==> config.mk <==
export PLATFORM = sky130hd
export DESIGN_NAME = uogs_top
export DESIGN_NICKNAME = d
export VERILOG_FILES = /design/src/rtl/uogs_pkg.sv /design/src/rtl/uogs_top.sv
export SDC_FILE = /design/constraint.sdc
export NUM_CORES = 1
export LEC_CHECK = 0
export ABC_AREA = 0
export BUFFER_PORTS_ARGS = -buffer_cell sky130_fd_sc_hd__buf_2
export CAP_MARGIN = 5
export CORE_UTILIZATION = 50
export DETAILED_ROUTE_END_ITERATION = 16
export GPL_TIMING_DRIVEN = 0
export PLACE_DENSITY = 0.85
export SYNTH_ARGS = -nofsm -noshare
export SYNTH_HDL_FRONTEND = slang
export SYNTH_SLANG_ARGS = --single-unit
==> constraint.sdc <==
create_clock -name clk_sys_i -period 8.2 [get_ports clk_sys_i]
set_clock_uncertainty 0.1 [all_clocks]
set_input_delay 1.64 -clock clk_sys_i [delete_from_list [all_inputs] [get_ports clk_sys_i]]
set_output_delay 1.64 -clock clk_sys_i [all_outputs]
set_load 0.02 [all_outputs]
==> src/rtl/uogs_pkg.sv <==
package uogs_pkg;

  // byte addresses of the register words
  localparam logic [11:0] UOGS_CTRL_OFF   = 12'h800;
  localparam logic [11:0] UOGS_STATUS_OFF = 12'h804;
  localparam logic [11:0] UOGS_CLEAR_OFF  = 12'h808;
  localparam logic [11:0] UOGS_SET_OFF    = 12'h80c;

  // status word fields
  localparam int UOGS_CLK_OK_BIT   = 14;
  localparam int UOGS_SPEED_LSB    = 12;
  localparam int UOGS_VBUS_BIT     = 11;
  localparam int UOGS_ID_BIT       = 10;
  localparam int UOGS_VBUS_REQ_BIT = 9;
  localparam int UOGS_SUSP_TO_BIT  = 7;
  localparam int UOGS_ROLE_BIT     = 5;
  localparam int UOGS_BCERR_BIT    = 4;
  localparam int UOGS_VBERR_BIT    = 3;
  localparam int UOGS_VBUST_BIT    = 1;
  localparam int UOGS_IDT_BIT      = 0;

  // control word fields; enables share the flag positions
  localparam int UOGS_CTRL_EN_BIT  = 15;
  localparam int UOGS_HWC_OFF_BIT  = 8;

  localparam logic [7:0]  UOGS_FLAG_MASK   = 8'hbb;
  localparam logic [15:0] UOGS_CTRL_MASK   = 16'h81bb;
  localparam logic [15:0] UOGS_CTRL_RESET  = 16'h0000;
  localparam logic [7:0]  UOGS_FLAG_RESET  = 8'h00;
  localparam logic [2:0]  UOGS_SYNC_RESET  = 3'h0;
  localparam logic [2:0]  UOGS_ID_SYNC_RST = 3'h7;
  localparam logic        UOGS_ID_LVL_RST  = 1'b1;

  localparam logic [1:0] UOGS_RESP_OKAY   = 2'h0;
  localparam logic [1:0] UOGS_RESP_SLVERR = 2'h2;

  typedef struct packed {
    logic [31:0] awaddr;
    logic        awvalid;
    logic [31:0] wdata;
    logic [3:0]  wstrb;
    logic        wvalid;
    logic        bready;
    logic [31:0] araddr;
    logic        arvalid;
    logic        rready;
  } uogs_axi_req_s;

  typedef struct packed {
    logic        awready;
    logic        wready;
    logic [1:0]  bresp;
    logic        bvalid;
    logic        arready;
    logic [31:0] rdata;
    logic [1:0]  rresp;
    logic        rvalid;
  } uogs_axi_rsp_s;

  typedef struct packed {
    logic [2:0]  clk_sync;
    logic [2:0]  vbus_sync;
    logic [2:0]  id_sync;
    logic        clk_ok;
    logic        vbus_lvl;
    logic        id_lvl;
    logic [15:0] ctrl;
    logic [7:0]  flags;
    logic        vbus_req;
    logic        aw_got;
    logic        w_got;
    logic [11:0] aw_addr;
    logic [31:0] wdata;
    logic [3:0]  wstrb;
    logic        bvalid;
    logic [1:0]  bresp;
    logic        rvalid;
    logic [31:0] rdata;
    logic [1:0]  rresp;
  } uogs_state_s;

endpackage

==> src/rtl/uogs_top.sv <==
`timescale 1ns/1ns
module uogs_top
  import uogs_pkg::*;
(
  input  wire logic          clk_sys_i,
  input  wire logic          reset_i,
  input  wire uogs_axi_req_s axi_req_i,
  output uogs_axi_rsp_s      axi_rsp_o,
  input  wire logic          utmi_clock_ok_i,
  input  wire logic [1:0]    speed_i,
  input  wire logic          vbus_i,
  input  wire logic          otg_id_input_i,
  input  wire logic          suspend_timeout_evt_i,
  input  wire logic          role_swap_evt_i,
  input  wire logic          b_connect_error_evt_i,
  input  wire logic          vbus_error_evt_i,
  output logic               vbus_supply_control_out_o,
  output logic               controller_enable_o,
  output logic               usb_irq_o
);

  uogs_state_s st;
  uogs_state_s next_st;

  logic [31:0] status_word;
  logic [31:0] byte_mask;
  logic        aw_take;
  logic        w_take;
  logic        ar_take;
  logic        wr_do;
  logic [11:0] wr_addr;
  logic [11:0] rd_addr;
  logic [31:0] wr_bits;
  logic [7:0]  flag_set;
  logic [7:0]  flag_clr;
  logic        req_set;
  logic        req_clr;
  logic        rd_hit;
  logic [31:0] rd_word;

  always_comb begin
    status_word = 32'h0;
    status_word[UOGS_CLK_OK_BIT] = st.clk_ok;
    status_word[UOGS_SPEED_LSB +: 2] = speed_i;
    status_word[UOGS_VBUS_BIT] = st.vbus_lvl;
    status_word[UOGS_ID_BIT] = st.id_lvl;
    status_word[UOGS_VBUS_REQ_BIT] = st.vbus_req;
    status_word[7:0] = st.flags;
  end

  assign axi_rsp_o.awready = !st.aw_got && !st.bvalid;
  assign axi_rsp_o.wready  = !st.w_got && !st.bvalid;
  assign axi_rsp_o.bvalid  = st.bvalid;
  assign axi_rsp_o.bresp   = st.bresp;
  assign axi_rsp_o.arready = !st.rvalid;
  assign axi_rsp_o.rvalid  = st.rvalid;
  assign axi_rsp_o.rdata   = st.rdata;
  assign axi_rsp_o.rresp   = st.rresp;

  assign vbus_supply_control_out_o = st.vbus_req;
  assign controller_enable_o = st.ctrl[UOGS_CTRL_EN_BIT];
  assign usb_irq_o = |(st.flags & st.ctrl[7:0] & UOGS_FLAG_MASK);

  always_comb begin
    next_st = st;
    aw_take = axi_req_i.awvalid && axi_rsp_o.awready;
    w_take  = axi_req_i.wvalid && axi_rsp_o.wready;
    ar_take = axi_req_i.arvalid && axi_rsp_o.arready;

    // only agreeing later stages count; stage one feeds stage two alone
    next_st.clk_sync  = {st.clk_sync[1:0], utmi_clock_ok_i};
    next_st.vbus_sync = {st.vbus_sync[1:0], vbus_i};
    next_st.id_sync   = {st.id_sync[1:0], otg_id_input_i};
    if (st.clk_sync[1] == st.clk_sync[2]) begin
      next_st.clk_ok = st.clk_sync[2];
    end
    if (st.vbus_sync[1] == st.vbus_sync[2]) begin
      next_st.vbus_lvl = st.vbus_sync[2];
    end
    // id path has no dependence on controller enable
    if (st.id_sync[1] == st.id_sync[2]) begin
      next_st.id_lvl = st.id_sync[2];
    end

    // write channel: address and data taken in either order
    if (aw_take) begin
      next_st.aw_got  = 1'b1;
      next_st.aw_addr = axi_req_i.awaddr[11:0];
    end
    if (w_take) begin
      next_st.w_got = 1'b1;
      next_st.wdata = axi_req_i.wdata;
      next_st.wstrb = axi_req_i.wstrb;
    end
    wr_do   = st.aw_got && st.w_got && !st.bvalid;
    wr_addr = {st.aw_addr[11:2], 2'h0};
    for (int i = 0; i < 4; i++) begin
      byte_mask[i*8 +: 8] = {8{st.wstrb[i]}};
    end
    wr_bits = st.wdata & byte_mask;

    flag_set = 8'h0;
    flag_clr = 8'h0;
    req_set  = 1'b0;
    req_clr  = 1'b0;
    if (wr_do) begin
      next_st.aw_got = 1'b0;
      next_st.w_got  = 1'b0;
      next_st.bvalid = 1'b1;
      next_st.bresp  = UOGS_RESP_OKAY;
      unique case (wr_addr)
        UOGS_CTRL_OFF: begin
          next_st.ctrl = (st.ctrl & ~byte_mask[15:0])
                       | (wr_bits[15:0] & UOGS_CTRL_MASK);
        end
        UOGS_STATUS_OFF: begin
          next_st.bresp = UOGS_RESP_OKAY;
        end
        UOGS_CLEAR_OFF: begin
          flag_clr = wr_bits[7:0] & UOGS_FLAG_MASK;
          req_clr  = wr_bits[UOGS_VBUS_REQ_BIT];
        end
        UOGS_SET_OFF: begin
          flag_set = wr_bits[7:0] & UOGS_FLAG_MASK;
          req_set  = wr_bits[UOGS_VBUS_REQ_BIT];
        end
        default: begin
          next_st.bresp = UOGS_RESP_SLVERR;
        end
      endcase
    end
    if (st.bvalid && axi_req_i.bready) begin
      next_st.bvalid = 1'b0;
    end

    // hardware events
    flag_set[UOGS_SUSP_TO_BIT] = flag_set[UOGS_SUSP_TO_BIT]
                               | suspend_timeout_evt_i;
    flag_set[UOGS_ROLE_BIT] = flag_set[UOGS_ROLE_BIT]
                            | role_swap_evt_i;
    flag_set[UOGS_BCERR_BIT] = flag_set[UOGS_BCERR_BIT]
                             | b_connect_error_evt_i;
    // set regardless of the hardware control bit
    flag_set[UOGS_VBERR_BIT] = flag_set[UOGS_VBERR_BIT]
                             | vbus_error_evt_i;
    flag_set[UOGS_VBUST_BIT] = flag_set[UOGS_VBUST_BIT]
                             | (st.vbus_lvl != next_st.vbus_lvl);
    flag_set[UOGS_IDT_BIT] = flag_set[UOGS_IDT_BIT]
                           | (st.id_lvl != next_st.id_lvl);
    if (vbus_error_evt_i && !st.ctrl[UOGS_HWC_OFF_BIT]) begin
      req_clr = 1'b1;
    end
    // a set arriving with its clear is kept
    next_st.flags = (st.flags & ~flag_clr) | flag_set;
    next_st.vbus_req = (st.vbus_req && !req_clr) || req_set;

    // read channel: one cycle to answer
    rd_addr = {axi_req_i.araddr[11:2], 2'h0};
    rd_hit  = 1'b1;
    rd_word = 32'h0;
    unique case (rd_addr)
      UOGS_CTRL_OFF:   rd_word = {16'h0, st.ctrl};
      UOGS_STATUS_OFF: rd_word = status_word;
      UOGS_CLEAR_OFF:  rd_word = 32'h0;
      UOGS_SET_OFF:    rd_word = 32'h0;
      default:         rd_hit  = 1'b0;
    endcase
    if (ar_take) begin
      next_st.rvalid = 1'b1;
      next_st.rdata  = rd_word;
      next_st.rresp  = rd_hit ? UOGS_RESP_OKAY : UOGS_RESP_SLVERR;
    end else if (st.rvalid && axi_req_i.rready) begin
      next_st.rvalid = 1'b0;
    end
  end

  always_ff @(posedge clk_sys_i or posedge reset_i) begin
    if (reset_i) begin
      st           <= '0;
      st.clk_sync  <= UOGS_SYNC_RESET;
      st.vbus_sync <= UOGS_SYNC_RESET;
      st.id_sync   <= UOGS_ID_SYNC_RST;
      st.id_lvl    <= UOGS_ID_LVL_RST;
      st.ctrl      <= UOGS_CTRL_RESET;
      st.flags     <= UOGS_FLAG_RESET;
    end else begin
      st <= next_st;
    end
  end

endmodule

==> impl_results.md <==
* Final period utilization at a little over a third
* Placed cell count at roughly 460
* Port-buffer cells at between 70 and 80
* Crit-path max FO at 3
* GR peak layer: met2
* Synth Warn # at 0
* Post-DP HPWL at 4870 µm
* Leak pwr at around 0.0021 µW
* # H-tree levels at 3
* GR Layer Usage met2 at roughly a third
* Dominant cell type by area after synthesis: dfrtp_1
* Drt first pass iters at 4
* Post_cts resized at 0
* Synth Flop Type: dfrtp_1
* HP Class: register to register
* N_diodes at 0
* CTS Buf Count at 9
* Reg area at 1960 µm²
* Worst Max-Slew Pin Slew at ~0.71 ns
* Die area at 7290 µm²
* Worst-path clk slew at around 0.070 ns
* Nets@finish at between 500 and 600
* Synthesized area at 3480 µm²
* M1 GR Usage at between 20% and 30%
* Clock Path Buffers at 2
* GP Congestion at a little over 0.8
* Switching share of power at between 30% and 40%
* #FFs+latches synth at 78
* Setup TNS at 0 ns
* RSZ-0062 raised after global routing: false
* Post-layout minimum cycle time at 2.99 ns
* Vias at 2439
* Final setup fails at 0
* Clock Latency Late Sink at ~0.35 ns
* Seq/Total Area, Yosys at 56.3%
* Post-synthesis async set-or-reset flop share at 100%
* WL final at about 6700 µm
* Post-DRT Antenna Nets at 0
* Pin count of the biggest net entering global routing at 50
* Total power at 1090 µW
* Power share of the clock group at 28.7%
* Syn Inst Count at ~300
* Die height at around 85 µm
* Worst Path Arrival at ~1.3 ns
* Top post-synthesis cells by area: dfrtp_1 53%, mux2_2 9.7%, buf_4 8.2%
* Area of the multi-input gates at 1220 µm²
* Non-filler cells, final at 479
* Status: finished clean
* Filler Cell Count at between 500 and 600
* Root Buffer: clkbuf_8
* Max-cap viol count at 0
* Initial antenna violation count at 0
* Peak VDD IR at between 0.2 and 0.25 mV
* Post-synth EDFFs at 0
* Share of cells above drive strength 1 at around 40%
* Vias per cell at about 5.1
* Syn Area/Cell at around 12 µm²
* Switching power at around 330 µW
* Cell with the most instances after synthesis: dfrtp_1
* Combinational share of power at between 20% and 30%
* Setup bufs post-CTS at 0
* Iter 0 DRT Violations at 150
* CTS tree: built
* Wirelength per Cell at ~14 µm
* Pwr/cell area at around 260 nW/µm²
* Starting density of the core at 51.4%
* First-pass GRT wire length at around 11000 µm
* Commonest cells post-synth: 74 x dfrtp_1, 38 x buf_4, 30 x mux2_2
* Max Slew Vio Count at 0
* Startpoint types: register
* Die X at 85.4 µm
* Area Growth Syn to Fin at 22.0%
* Number of I/O pins at 160
* Worst endpoint required time at 6.46 ns
* Share of power burned in registers at between 40% and 50%
* Core area at ~6800 µm²
* CP Class: register to output port
* Row Count at 30
* Crit end category: output port
* Max Clk Rate at ~330 MHz
* Cell internal pwr at 758 µW
* Number of global-route vias before repair at between 2000 and 2500
* Grt ovf at 0
* Tot GR Track Use at about a fifth
* Max_slew headroom at ~53%
* DRC Markers at 0
* CTS Hold Buffers Added at 0
* Share of the synthesized area in the top cell type at between 50% and 60%
* Number of hold violations in the final report at 0
* Met3 GRT Util at under 10%
* TritonCTS Sinks at just under 80
* Synth cell types at 37
==> worst max-delay path: stages, from the launching register on <==
cell     delay, ns
dfrtp_1       0.41
a22oi_1       0.22
nand3_1       0.11
buf_2         0.17
==> placed cells by master, fill, tap and decap left out, types with 2 or more instances in the layout <==
cell type | netlist | final
a21o_1 | 4 | 4
a21oi_1 | 2 | 2
a22oi_1 | 3 | 3
and2_1 | 9 | 9
buf_2 | 1 | 72
buf_4 | 38 | 38
bufinv_16 | 0 | 2
clkbuf_1 | 10 | 13
clkbuf_8 | 0 | 10
conb_1 | 1 | 18
dfrtp_1 | 74 | 74
dfstp_2 | 4 | 4
inv_1 | 5 | 4
mux2_2 | 30 | 30
mux2i_1 | 15 | 15
nand2_1 | 23 | 23
nand2b_1 | 5 | 5
nand3_1 | 8 | 8
nand4_1 | 5 | 5
nor2_1 | 7 | 7
nor4_1 | 6 | 6
nor4b_1 | 2 | 2
o211ai_1 | 3 | 3
o21ai_0 | 21 | 21
o41ai_1 | 3 | 3
or4_1 | 2 | 2
==> power by group through the flow <==
stage | clock network (µW) | registers, µW | logic [µW]
2_1_floorplan | 0 | 500 | 201
3_3_place_gp | 0 | 515 | 246
3_5_place_dp | 0 | 522 | 261
4_1_cts | 320 | 516 | 263
5_1_grt | 335 | 527 | 287
6_report | 314 | 517 | 262
==> cell families (layout without fill, tap and decap cells) <==
kind of cell | after synthesis | in the layout | synth area share, %
buffers and inverters | 56 | 144 | 10.4
DFF | 78 | 78 | 56.3
other | 1 | 18 | 0.108
AOI/OAI and AO/OA | 37 | 37 | 6.48
adders and majority gates | 1 | 1 | 0.288
and+or+nand+nor | 76 | 76 | 12.4
muxes | 45 | 45 | 14.0
==> through the flow <==
stage	utilization [%]	cell area (µm²)	hold WS [ns]	setup WS, ns
CTS	62.8	4240	0.250	5.18
global placement	59.1	4000	0.237	3.66
detailed placement	59.6	4030	0.235	5.00
floorplan	-	3540	0.231	4.47
global route	62.8	4240	0.266	5.14
finish	62.8	4240	0.249	5.21
==> metal layers <==
metal | wire length, µm | part of all wire, % | vias up
met1 | 2860 | 43 | 1145
met2 | 3160 | 47 | 114
met3 | 502 | 7.5 | 17
met5 | 0 | 0 | -
li1 | - | - | 1163
met4 | 162 | 2.4 | 0
==> layout make-up <==
class	count	share of cell area, %
Sequential cell	78	46.1
Multi-Input combinational cell	177	28.8
Timing Repair Buffer	72	9.03
Buffer	51	8.08
Clock buffer	13	3.51
Tap cell	80	2.36
Clock inverter	3	1.59
Inverter	5	0.501
==> path summary, 6_finish.rpt <==
path	startpoint	end	slack [ns]	cells past startpoint
max in group asynchronous	reset_i	st[113]	6.21	3
max reg2reg	st[80]	register	5.92	4
max	st[90]	usb_irq_o	5.21	3
min reg2reg	next_st[123]	next_st[124]	0.25	0
min	next_st[123]	next_st[124]	0.25	0
min in group asynchronous	reset_i	st[111]	1.17	2
(Power assumes the default switching activity.)
